==> src/suar_defs.svh <==
// suar_defs.svh: constants for the unit attention recovery block
// assumes: included by bare name from the package and the design modules
`ifndef SUAR_DEFS_SVH
`define SUAR_DEFS_SVH

// command opcodes
`define SUAR_OP_FORMAT        8'h04
`define SUAR_OP_MODE_SELECT   8'h15
`define SUAR_OP_WRITE_BUFFER  8'h3B
`define SUAR_OP_LOG_SELECT    8'h4C
`define SUAR_OP_SET_DEV_ID    8'hA4
`define SUAR_OP_VERIFY        8'h2F
`define SUAR_OP_WRITE_VERIFY  8'h2E

// sense keys
`define SUAR_KEY_NO_SENSE     4'h0
`define SUAR_KEY_RECOVERED    4'h1
`define SUAR_KEY_NOT_READY    4'h2
`define SUAR_KEY_MISCOMPARE   4'hE
`define SUAR_KEY_HW_ERROR     4'h4
`define SUAR_KEY_UNIT_ATTN    4'h6

// additional sense code / qualifier pairs
`define SUAR_ASC_MISMATCH     8'h40
`define SUAR_ASQ_MISMATCH     8'h80
`define SUAR_ASC_LIST_LONG    8'h1F
`define SUAR_ASQ_LIST_LONG    8'h00
`define SUAR_ASC_LIST_FMT     8'h1C
`define SUAR_ASQ_LIST_BLK     8'h01
`define SUAR_ASQ_LIST_VND     8'h02
`define SUAR_ASC_PREDICT      8'h5D
`define SUAR_ASQ_PREDICT      8'h00
`define SUAR_ASC_UA_READY     8'h28
`define SUAR_ASC_UA_RESET     8'h29
`define SUAR_ASC_UA_PARAM     8'h2A
`define SUAR_ASC_UA_UCODE     8'h3F
`define SUAR_ASC_UA_CLEARED   8'h2F
`define SUAR_ASC_MICROCODE    8'h40
`define SUAR_ASQ_MICROCODE    8'h81
`define SUAR_ASC_MISCMP       8'h1D
`define SUAR_ASQ_ZERO         8'h00
`define SUAR_ASQ_UA_LOG       8'h02
`define SUAR_ASQ_UA_DEVID     8'h05
`define SUAR_ASQ_UA_MODE      8'h01
`define SUAR_ASQ_UA_UCODE     8'h01

// unit attention cause positions, lower index reported first
`define SUAR_UA_RESET         0
`define SUAR_UA_READY         1
`define SUAR_UA_CLEARED       2
`define SUAR_UA_MODE          3
`define SUAR_UA_UCODE         4
`define SUAR_UA_LOG           5
`define SUAR_UA_DEVID         6
`define SUAR_UA_NUM           7

// default error log threshold for the failure prediction
`define SUAR_PREDICT_THRESH   16'h0010

`endif

==> src/suar_pkg.sv <==
// suar_pkg.sv: types shared by the unit attention recovery block
// assumes: suar_defs.svh is on the include path
`include "suar_defs.svh"

package suar_pkg;

  // one command as presented by the command front end
  typedef struct packed {
    logic [7:0] opcode;
    logic [3:0] initiator;
    logic       byte_compare_flag;
    logic       ok;
  } suar_cmd_s;

  // sense triple returned with a check condition
  typedef struct packed {
    logic [3:0] key;
    logic [7:0] asc;
    logic [7:0] ascq;
  } suar_sense_s;

  // end status of a command
  typedef enum logic [1:0] {
    SUAR_ST_GOOD  = 2'b00,
    SUAR_ST_CHECK = 2'b01
  } suar_status_e;

  // bring-up and operating state, gray along power-up path
  typedef enum logic [1:0] {
    SUAR_MODE_BRINGUP  = 2'b00,
    SUAR_MODE_READY    = 2'b01,
    SUAR_MODE_DEGRADED = 2'b11,
    SUAR_MODE_SELFRST  = 2'b10
  } suar_mode_e;

endpackage : suar_pkg

==> src/suar_core.sv <==
// suar_core.sv: unit attention tracking and recovery sense selection
// assumes: a command front end presents one finished command per cycle
// at most, and drives event strobes from the same clock
`timescale 1ns/1ns
`include "suar_defs.svh"

module suar_core #(
  parameter int          NUM_INIT     = 16,
  parameter int          ID_W         = 32,
  parameter logic [15:0] PREDICT_THR  = `SUAR_PREDICT_THRESH
) (
  // clock and reset
  input  wire logic                        mclk,
  input  wire logic                        sys_rst,
  // finished command from the front end
  input  wire logic                        cmd_valid,
  input  wire suar_pkg::suar_cmd_s         cmd,
  input  wire logic                        cmd_mismatch_miscmp,
  input  wire logic [ID_W-1:0]             cmd_new_id,
  // defect list request details
  input  wire logic                        dl_too_long,
  input  wire logic                        dl_fmt_block,
  input  wire logic                        dl_fmt_vendor,
  // bus events, pins from outside the clock domain
  input  wire logic                        bus_reset_pin,
  input  wire logic                        xcvr_mode_pin,
  // events from the same domain
  input  wire logic                        target_reset_msg,
  input  wire logic                        clear_queue_msg,
  input  wire logic [3:0]                  msg_initiator,
  input  wire logic [NUM_INIT-1:0]         queue_owner,
  input  wire logic                        format_ready,
  input  wire logic [3:0]                  format_initiator,
  input  wire logic                        ucode_valid,
  input  wire logic                        ucode_checked,
  input  wire logic                        ucode_ver_ok,
  input  wire logic                        powerup_check_done,
  input  wire logic                        state_unknown,
  input  wire logic                        error_log_event,
  // command end status and sense
  output logic                             rsp_valid,
  output suar_pkg::suar_status_e           rsp_status,
  output suar_pkg::suar_sense_s            rsp_sense,
  output logic                             rsp_phys_list,
  // effects on the rest of the drive
  output logic                             queue_discard,
  output logic                             abort_all,
  output logic                             release_reserve,
  output logic                             spindle_stop,
  output logic                             stats_clear,
  output logic [ID_W-1:0]                  device_id,
  output suar_pkg::suar_mode_e             drive_mode,
  output logic                             failure_prediction_alert
);

  localparam int IW = $clog2(NUM_INIT);

  if (NUM_INIT < 2 || NUM_INIT > 16 || ID_W < 1) begin : g_bad_param
    $error("NUM_INIT must be 2..16 and ID_W positive");
  end

  // ------
  // helpers
  // ------

  // all-ones mask of everyone except one initiator, whose bit is cleared
  function automatic logic [NUM_INIT-1:0] others(input logic [3:0] who);
    logic [NUM_INIT-1:0] m;
    m = '1;
    m[IW'(who)] = 1'b0;
    others = m;
  endfunction : others

  // good completion of a given opcode
  function automatic logic good_op(input suar_pkg::suar_cmd_s c, input logic v, input logic [7:0] op);
    good_op = v && c.ok && c.opcode == op;
  endfunction : good_op

  // ------
  // pin synchronisers
  // ------
  logic [1:0] busrst_sync_ff;
  logic [1:0] xcvr_sync_ff;
  logic       busrst_prev_ff;
  logic       xcvr_prev_ff;

  // two flops for each pin before any logic reads it
  always_ff @(posedge mclk or posedge sys_rst) begin
    if (sys_rst) begin
      busrst_sync_ff <= 2'b00;
      xcvr_sync_ff   <= 2'b00;
      busrst_prev_ff <= 1'b0;
      xcvr_prev_ff   <= 1'b0;
    end else begin
      busrst_sync_ff <= {busrst_sync_ff[0], bus_reset_pin};
      xcvr_sync_ff   <= {xcvr_sync_ff[0], xcvr_mode_pin};
      busrst_prev_ff <= busrst_sync_ff[1];
      xcvr_prev_ff   <= xcvr_sync_ff[1];
    end
  end

  logic bus_reset_evt;
  logic xcvr_evt;
  assign bus_reset_evt = busrst_sync_ff[1] & ~busrst_prev_ff;
  assign xcvr_evt      = xcvr_sync_ff[1] ^ xcvr_prev_ff;

  // ------
  // drive mode
  // ------
  suar_pkg::suar_mode_e mode_ff;
  logic                 self_reset;
  logic                 mismatch_ff;

  assign self_reset = state_unknown && mode_ff != suar_pkg::SUAR_MODE_SELFRST;

  // bring-up, degraded on bad microcode, self reset when state is unknown
  always_ff @(posedge mclk or posedge sys_rst) begin
    if (sys_rst) begin
      mode_ff     <= suar_pkg::SUAR_MODE_BRINGUP;
      mismatch_ff <= 1'b0;
    end else begin
      case (mode_ff)
        suar_pkg::SUAR_MODE_BRINGUP: begin
          if (self_reset) begin
            mode_ff <= suar_pkg::SUAR_MODE_SELFRST;
          end else if (powerup_check_done) begin
            mismatch_ff <= ~ucode_ver_ok;
            mode_ff     <= suar_pkg::SUAR_MODE_READY;
          end
        end
        suar_pkg::SUAR_MODE_READY: begin
          if (self_reset) mode_ff <= suar_pkg::SUAR_MODE_SELFRST;
          else if (ucode_checked && !ucode_valid) mode_ff <= suar_pkg::SUAR_MODE_DEGRADED;
        end
        suar_pkg::SUAR_MODE_DEGRADED: begin
          if (self_reset) mode_ff <= suar_pkg::SUAR_MODE_SELFRST;
          else if (ucode_checked && ucode_valid) mode_ff <= suar_pkg::SUAR_MODE_READY;
        end
        suar_pkg::SUAR_MODE_SELFRST: begin
          if (!state_unknown) mode_ff <= suar_pkg::SUAR_MODE_BRINGUP;
        end
        default: mode_ff <= suar_pkg::SUAR_MODE_BRINGUP;
      endcase
    end
  end

  // ------
  // unit attention posting
  // ------
  logic [`SUAR_UA_NUM-1:0][NUM_INIT-1:0] post_mask;
  logic                                   any_reset;

  assign any_reset = bus_reset_evt | xcvr_evt | target_reset_msg | self_reset;

  // each cause posts to its own set of initiators, issuer excluded; reset and microcode causes post to all initiators
  always_comb begin
    post_mask = '0;
    if (any_reset) post_mask[`SUAR_UA_RESET] = '1;
    if (format_ready) post_mask[`SUAR_UA_READY] = others(format_initiator);
    if (clear_queue_msg) post_mask[`SUAR_UA_CLEARED] = queue_owner & others(msg_initiator);
    if (good_op(cmd, cmd_valid, `SUAR_OP_MODE_SELECT))
      post_mask[`SUAR_UA_MODE] = others(cmd.initiator);
    if (good_op(cmd, cmd_valid, `SUAR_OP_WRITE_BUFFER) && ucode_valid)
      post_mask[`SUAR_UA_UCODE] = '1;
    if (good_op(cmd, cmd_valid, `SUAR_OP_LOG_SELECT))
      post_mask[`SUAR_UA_LOG] = others(cmd.initiator);
    if (good_op(cmd, cmd_valid, `SUAR_OP_SET_DEV_ID))
      post_mask[`SUAR_UA_DEVID] = others(cmd.initiator);
  end

  logic [NUM_INIT-1:0]                    pend_any;
  logic [NUM_INIT-1:0][`SUAR_UA_NUM-1:0] pend_vec;
  logic                                   report_stb;

  suar_pend #(
    .NUM_INIT (NUM_INIT)
  ) u_pend (
    .mclk        (mclk),
    .sys_rst     (sys_rst),
    .post_mask   (post_mask),
    .report_stb  (report_stb),
    .report_init (IW'(cmd.initiator)),
    .pend_any    (pend_any),
    .pend_vec    (pend_vec)
  );

  // ------
  // failure prediction
  // ------
  logic [15:0] errlog_cnt_ff;
  logic        alert_ff;

  // count logged errors; threshold raises the alert until next reset
  always_ff @(posedge mclk or posedge sys_rst) begin
    if (sys_rst) begin
      errlog_cnt_ff <= 16'h0000;
      alert_ff      <= 1'b0;
    end else begin
      if (error_log_event && errlog_cnt_ff != 16'hFFFF) errlog_cnt_ff <= errlog_cnt_ff + 16'h0001;
      if (errlog_cnt_ff >= PREDICT_THR) alert_ff <= 1'b1;
    end
  end

  // ------
  // sense selection for the finishing command
  // ------

  // sense of the highest pending attention cause
  function automatic suar_pkg::suar_sense_s ua_sense(input logic [`SUAR_UA_NUM-1:0] v);
    suar_pkg::suar_sense_s s;
    s.key  = `SUAR_KEY_UNIT_ATTN;
    s.asc  = `SUAR_ASC_UA_RESET;
    s.ascq = `SUAR_ASQ_ZERO;
    if (v[`SUAR_UA_RESET]) begin
      s.asc = `SUAR_ASC_UA_RESET;
    end else if (v[`SUAR_UA_READY]) begin
      s.asc = `SUAR_ASC_UA_READY;
    end else if (v[`SUAR_UA_CLEARED]) begin
      s.asc = `SUAR_ASC_UA_CLEARED;
    end else if (v[`SUAR_UA_MODE]) begin
      s.asc  = `SUAR_ASC_UA_PARAM;
      s.ascq = `SUAR_ASQ_UA_MODE;
    end else if (v[`SUAR_UA_UCODE]) begin
      s.asc  = `SUAR_ASC_UA_UCODE;
      s.ascq = `SUAR_ASQ_UA_UCODE;
    end else if (v[`SUAR_UA_LOG]) begin
      s.asc  = `SUAR_ASC_UA_PARAM;
      s.ascq = `SUAR_ASQ_UA_LOG;
    end else begin
      s.asc  = `SUAR_ASC_UA_UCODE;
      s.ascq = `SUAR_ASQ_UA_DEVID;
    end
    ua_sense = s;
  endfunction : ua_sense

  suar_pkg::suar_sense_s nxt_sense;
  suar_pkg::suar_status_e nxt_status;
  logic                  nxt_phys;
  logic                  is_verify;

  assign is_verify = cmd.opcode == `SUAR_OP_VERIFY ||
                     (cmd.opcode == `SUAR_OP_WRITE_VERIFY && cmd.byte_compare_flag);
  assign report_stb = cmd_valid && pend_any[IW'(cmd.initiator)];

  // attention first, then hard faults, then recovered notices
  always_comb begin
    nxt_status = suar_pkg::SUAR_ST_GOOD;
    nxt_sense  = '{key: `SUAR_KEY_NO_SENSE, asc: 8'h00, ascq: 8'h00};
    nxt_phys   = 1'b0;
    if (pend_any[IW'(cmd.initiator)]) begin
      nxt_status = suar_pkg::SUAR_ST_CHECK;
      nxt_sense  = ua_sense(pend_vec[IW'(cmd.initiator)]);
    end else if (mismatch_ff) begin
      nxt_status = suar_pkg::SUAR_ST_CHECK;
      nxt_sense  = '{key: `SUAR_KEY_HW_ERROR, asc: `SUAR_ASC_MISMATCH, ascq: `SUAR_ASQ_MISMATCH};
    end else if (mode_ff == suar_pkg::SUAR_MODE_DEGRADED) begin
      nxt_status = suar_pkg::SUAR_ST_CHECK;
      nxt_sense  = '{key: `SUAR_KEY_NOT_READY, asc: `SUAR_ASC_MICROCODE, ascq: `SUAR_ASQ_MICROCODE};
    end else if (is_verify && cmd_mismatch_miscmp) begin
      nxt_status = suar_pkg::SUAR_ST_CHECK;
      nxt_sense  = '{key: `SUAR_KEY_MISCOMPARE, asc: `SUAR_ASC_MISCMP, ascq: `SUAR_ASQ_ZERO};
    end else if (dl_too_long) begin
      nxt_status = suar_pkg::SUAR_ST_CHECK;
      nxt_sense  = '{key: `SUAR_KEY_RECOVERED, asc: `SUAR_ASC_LIST_LONG, ascq: `SUAR_ASQ_LIST_LONG};
    end else if (dl_fmt_block || dl_fmt_vendor) begin
      nxt_status = suar_pkg::SUAR_ST_CHECK;
      nxt_phys   = 1'b1;
      nxt_sense  = '{key: `SUAR_KEY_RECOVERED, asc: `SUAR_ASC_LIST_FMT,
                     ascq: dl_fmt_block ? `SUAR_ASQ_LIST_BLK : `SUAR_ASQ_LIST_VND};
    end else if (alert_ff) begin
      nxt_status = suar_pkg::SUAR_ST_CHECK;
      nxt_sense  = '{key: `SUAR_KEY_NO_SENSE, asc: `SUAR_ASC_PREDICT, ascq: `SUAR_ASQ_PREDICT};
    end
  end

  // registered command answer; the changing command itself ends good
  always_ff @(posedge mclk or posedge sys_rst) begin
    if (sys_rst) begin
      rsp_valid     <= 1'b0;
      rsp_status    <= suar_pkg::SUAR_ST_GOOD;
      rsp_sense     <= '0;
      rsp_phys_list <= 1'b0;
    end else begin
      rsp_valid     <= cmd_valid;
      rsp_status    <= nxt_status;
      rsp_sense     <= nxt_sense;
      rsp_phys_list <= nxt_phys;
    end
  end

  // ------
  // side effects on the drive
  // ------
  logic [ID_W-1:0] id_ff;

  always_ff @(posedge mclk or posedge sys_rst) begin
    if (sys_rst) begin
      queue_discard   <= 1'b0;
      abort_all       <= 1'b0;
      release_reserve <= 1'b0;
      spindle_stop    <= 1'b0;
      stats_clear     <= 1'b0;
      id_ff           <= '0;
    end else begin
      queue_discard   <= clear_queue_msg;
      abort_all       <= self_reset;
      release_reserve <= self_reset;
      spindle_stop    <= self_reset;
      stats_clear     <= good_op(cmd, cmd_valid, `SUAR_OP_LOG_SELECT);
      if (good_op(cmd, cmd_valid, `SUAR_OP_SET_DEV_ID)) id_ff <= cmd_new_id;
    end
  end

  // registered status outputs
  always_ff @(posedge mclk or posedge sys_rst) begin
    if (sys_rst) begin
      drive_mode               <= suar_pkg::SUAR_MODE_BRINGUP;
      failure_prediction_alert <= 1'b0;
    end else begin
      drive_mode               <= mode_ff;
      failure_prediction_alert <= alert_ff;
    end
  end

  assign device_id = id_ff;

endmodule : suar_core

==> src/suar_pend.sv <==
// suar_pend.sv: per-initiator pending unit attention flags
// assumes: one clock; set and report strobes come from the same domain
`timescale 1ns/1ns
`include "suar_defs.svh"

module suar_pend #(
  parameter int NUM_INIT = 16
) (
  // clock and reset
  input  wire logic                              mclk,
  input  wire logic                              sys_rst,
  // cause posting, one mask of initiators per cause
  input  wire logic [`SUAR_UA_NUM-1:0][NUM_INIT-1:0] post_mask,
  // report of the highest cause to one initiator
  input  wire logic                              report_stb,
  input  wire logic [$clog2(NUM_INIT)-1:0]       report_init,
  // pending view
  output logic      [NUM_INIT-1:0]               pend_any,
  output logic      [NUM_INIT-1:0][`SUAR_UA_NUM-1:0] pend_vec
);

  logic [NUM_INIT-1:0][`SUAR_UA_NUM-1:0] flag_ff;

  // lowest set bit of a cause vector
  function automatic logic [`SUAR_UA_NUM-1:0] first_one(input logic [`SUAR_UA_NUM-1:0] v);
    first_one = v & (~v + `SUAR_UA_NUM'(1));
  endfunction : first_one

  // one flag set per initiator and cause; set wins over the clear
  genvar gi, gc;
  generate
    for (gi = 0; gi < NUM_INIT; gi++) begin : g_init
      logic [`SUAR_UA_NUM-1:0] clr;
      logic [`SUAR_UA_NUM-1:0] set;
      always_comb begin
        clr = (report_stb && report_init == gi) ? first_one(flag_ff[gi]) : '0;
      end
      for (gc = 0; gc < `SUAR_UA_NUM; gc++) begin : g_cause
        assign set[gc] = post_mask[gc][gi];
      end
      always_ff @(posedge mclk or posedge sys_rst) begin
        if (sys_rst) begin
          flag_ff[gi] <= `SUAR_UA_NUM'(1); // power-on reset attention
        end else begin
          flag_ff[gi] <= (flag_ff[gi] & ~clr) | set;
        end
      end
      assign pend_any[gi] = |flag_ff[gi];
      assign pend_vec[gi] = flag_ff[gi];
    end
  endgenerate

endmodule : suar_pend

==> config.mk <==
export PLATFORM = sky130hd
export DESIGN_NAME = suar_core
export DESIGN_NICKNAME = d
export VERILOG_FILES = /design/src/suar_pkg.sv /design/src/suar_core.sv /design/src/suar_pend.sv
export VERILOG_INCLUDE_DIRS = /design/src
export SDC_FILE = /design/constraint.sdc
export NUM_CORES = 1
export LEC_CHECK = 0
export BUFFER_PORTS_ARGS = -buffer_cell sky130_fd_sc_hd__buf_2
export CAP_MARGIN = 40
export CORE_UTILIZATION = 61
export DETAILED_ROUTE_END_ITERATION = 7
export PLACE_DENSITY = 0.84
export SLEW_MARGIN = 25
export SYNTH_ARGS = -nofsm -noshare
export SYNTH_HDL_FRONTEND = slang
export SYNTH_SLANG_ARGS = --single-unit
==> constraint.sdc <==
create_clock -name mclk -period 11.1 [get_ports mclk]
set_input_delay 1.11 -clock mclk [delete_from_list [all_inputs] [get_ports mclk]]
set_output_delay 1.11 -clock mclk [all_outputs]
set_load 0.01 [all_outputs]
==> summary.md <==
| Metric | Value |
|---|---|
| Outcome | finished, violations left |
| Failing checks | DRC |
| Instance count on the critical path | 8 |
| Worst-path clk slew | 0.07 ns |
| Reg2reg path depth | 6 |
| Vias after detailed routing | 7,749 |
| Syn Area/Cell | 11.0 sq um |
| Distinct cell type count after synthesis | 63 |
| Multi-input gate area | 0.00418 sq mm |
| Max-slew violation count | 0 |
| Synthesized flop and latch total | 194 |
| Synthesized-area fraction occupied by adder cells | 0.805% |
| Full die area | 0.0158 sq mm |
| First-pass GRT wire length | 39.4 mm |
| Place WS | 7.43 ns |
| Share of cells above drive strength 1 | 28.2% |
| Post-synth top area share | 47.8% |
| First DRT Iteration DRCs | 1,039 |
| Post-Place Cells | 1,149 |
| Maximum clock insertion buffer count | 2 |
| Top post-synthesis cells by area | dfrtp_1 (48%), mux4_2 (5.8%), o21ai_0 (5.5%), dfstp_2 (4.5%), mux2_2 (4.0%) |
| Post-route setup TNS | 0 ns |
| Setup Fix Bufs, Post-CTS | 0 |
| WL final | 24.5 mm |
| # clock sinks | 194 |
| Final Wtd Congestion | 0.933 |
| CP Class | primary input to flop |
| Crit path arrival time | 3.59 ns |
| Power Dens Cells | 149 mW/mm^2 |
| First-pass DRT Iterations | 8 |
| Top-level I/O count | 152 |
| Sw frac | 26.9% |
| Compound-Gate Fraction of Synth Area | 15.9% |
| Post-synthesis instance area | 0.00932 sq mm |
| Remaining antenna violation count | 0 |
| Initial Utilization | 63.4% |
| Power Internal | 1.18 mW |
| Worst Hold Class | flop to flop |
| Filler Cell Count | 1,025 |
| Required time worst endpoint | 11.43 ns |
| Skew final | 0.0114 ns |
| Placed Area | 0.0102 sq mm |
| RSZ-0062 raised after global routing | no |
| Yosys top cell by area | dfrtp_1 |
| Critical Path Sink | rsp_sense[18] |
| Die H | 126 microns |
| Number of remaining DRC errors | 14 |
| Reg-to-Reg Start | u_pend.pend_vec[44] |
| Total of warnings raised by yosys | 0 |
| Crit share post-route | 29.4% |
| CP max FO | 43 |
| Setup slack after layout | 7.84 ns |
| Sequential share of power | 48.9% |
| Cell family with most CP delay | compound AO/OA/AOI/OAI gates |
| NetSw | 432 uW |
| Hold path cells | 0 |
| Die W | 126 microns |
| Async set or reset register ratio after synthesis | 100% |
| Layout area overhead | 15.3% |
| Clk Latency, worst-skew pair | 0.44 ns |
| Synth Area in XOR/XNOR | 1.13% |
| Hold_sp | xcvr_sync_ff[0] |
| Global route total overflow | 0 |
| Clk pwr share | 37.7% |
| WL per Instance | 20.7 microns |
| Comb power frac | 13.4% |
| CP Buf/Inv Count | 3 |
| Sequential Area | 0.00487 sq mm |
| Number of I/O port buffers | 145 |
| Hold Vio Cnt, Final | 0 |
| Post-Syn Instances | 846 |
| Post-route cell area | 0.0108 sq mm |
| CP max-delay cell | or4_1 |
| TritonCTS buffer count | 17 |
| Total GRT Usage | 32.7% |
| CTS H-tree lvls | 4 |
| Post-synth EDFFs | 0 |
| Fin nets | 1,080 |
| Antenna violations before repair | 1 |
| Highest clock rate | 0.307 GHz |
| Rows | 44 |
| Core area | 0.0147 sq mm |
| Post-CTS sizing | 0 |
| Max incr delay on CP | 0.58 ns |
| Leak Pwr | 4.69 nW |
| Worst setup EP type | flop |
| Period minus WS final | 3.26 ns |
| Largest net degree at the start of global routing | 114 |
| Final Non-Filler Cells | 1,184 |
| Slew HR | 41.1% |
| Finish-stage setup viols | 0 |
| Worst-margin pin slew | 0.884 ns |
| Max IR drop VDD | 101 uV |
| Tot Pwr | 1.61 mW |
| Mux contribution to synthesized area | 10.1% |
| Clock Tree Root | clkbuf_16 |
| Sequential cell area fraction in the yosys report | 52.3% |
| Critical path origin | cmd[3] |
| Startpoint types | primary input |
| Vias per inst | 6.54 |
| Vias in the first global route | 7,441 |
| Hold buffers post-CTS | 0 |
| CTS tree | yes |
| Max Cap Viol | 0 |
| HPWL after DPL | 17.1 mm |
| Crit-path cells | buf_2 > buf_4 > inv_1 > or4_1 > a32o_1 > o22ai_4 > nor2_4 > a211o_1 |
| Synth Area in Simple Gates | 16.8% |
| Reg2reg setup slack | 8.66 ns |
| Synth Flop Type | dfrtp_1 |
| Worst R2R End | rsp_sense[18] |
| Largest family of logic cells by synthesized area | simple AND/OR/NAND/NOR gates |
-- cell usage in the layout, fill, tap and decap left out, types with 4 or more instances in the layout --
| cell | synthesis | routed |
|---|---|---|
| o31ai_1 | 23 | 23 |
| nor3_1 | 22 | 22 |
| nand2_1 | 74 | 74 |
| nor2b_1 | 12 | 12 |
| mux2_2 | 33 | 33 |
| dfstp_2 | 16 | 16 |
| nand4_1 | 24 | 24 |
| o21a_1 | 5 | 5 |
| nor4b_1 | 5 | 5 |
| nor4_1 | 5 | 5 |
| nand2b_1 | 11 | 11 |
| clkbuf_16 | 0 | 17 |
| mux4_2 | 24 | 24 |
| or2_2 | 7 | 7 |
| a22oi_1 | 6 | 6 |
| buf_2 | 6 | 145 |
| or3_1 | 16 | 16 |
| ha_1 | 6 | 6 |
| xor2_1 | 4 | 4 |
| inv_1 | 14 | 13 |
| a31oi_1 | 4 | 4 |
| nand3b_1 | 4 | 4 |
| nor2_1 | 55 | 55 |
| and2_1 | 4 | 4 |
| a32o_1 | 12 | 12 |
| o22ai_1 | 6 | 6 |
| nand3_1 | 46 | 46 |
| a21o_1 | 15 | 15 |
| or4_1 | 11 | 11 |
| o41ai_1 | 10 | 10 |
| buf_4 | 8 | 5 |
| xnor2_1 | 8 | 8 |
| dfrtp_1 | 178 | 178 |
| conb_1 | 1 | 6 |
| a21oi_1 | 9 | 9 |
| o21ai_0 | 102 | 102 |
-- cells in the mapped netlist, types with 16 or more instances --
cell and instances:
dfrtp_1 178, o21ai_0 102, nand2_1 74, nor2_1 55, nand3_1 46, mux2_2 33, mux4_2 24, nand4_1 24
o31ai_1 23, nor3_1 22, dfstp_2 16, or3_1 16
-- worst min-delay path by stage --
stage,end,slack [ns]
CTS,xcvr_sync_ff[1],0.37
floorplan,busrst_sync_ff[1],0.33
detailed placement,xcvr_sync_ff[1],0.35
global placement,xcvr_sync_ff[1],0.33
finish,xcvr_sync_ff[1],0.37
global route,xcvr_sync_ff[1],0.38
-- layout make-up --
type                       count  area share [%]
multi-input combinational    604            38.9
timing repair buffer         155            7.66
sequential                   194            45.3
clock buffer                  20            4.15
tap                          184            2.14
antenna                        1          0.0233
inverter                      14           0.558
clock inverter                12            1.23
-- sequential cells by signal, summed over array words and instances, names as in the netlist --
signal / flops
alert_ff: 1
busrst_prev_ff: 1
busrst_sync_ff: 2
device_id: 32
drive_mode: 2
errlog_cnt_ff: 16
failure_prediction_alert: 1
mismatch_ff: 1
mode_ff: 2
queue_discard: 1
rsp_phys_list: 1
rsp_sense: 15
rsp_status: 1
rsp_valid: 1
spindle_stop: 1
stats_clear: 1
u_pend.pend_vec: 112
xcvr_prev_ff: 1
xcvr_sync_ff: 2
-- power by group through the flow --
stage	logic [mW]	registers, mW	clock network [mW]
floorplan	0.140	0.796	0
global placement	0.205	0.795	0
detailed placement	0.212	0.796	0
CTS	0.216	0.785	0.608
global route	0.239	0.790	0.641
finish	0.216	0.786	0.606
-- routing by layer --
metal	up-vias	part of all wire, %	track usage [%]
met3	67	10	7.77
li1	3449	-	-
met5	-	0	0
met4	0	3.6	15.6
met1	3731	39	44.1
met2	502	47	50.4
-- kinds of logic after synthesis --
logic type / count (synthesis)
mux: 58
other cells: 1
simple gates: 304
flops: 194
compound gates: 218
buf+inv: 53
fa+ha+maj: 6
xor+xnor: 12
-- per-stage QoR --
stage                     util, %  hold WS [ns]
after floorplan                 -         0.331
after global placement       68.8         0.333
after detailed placement     69.1         0.346
after CTS                    73.1         0.370
after global routing         73.2         0.377
final                        73.2         0.367
Power figures use the tool's default switching activity.
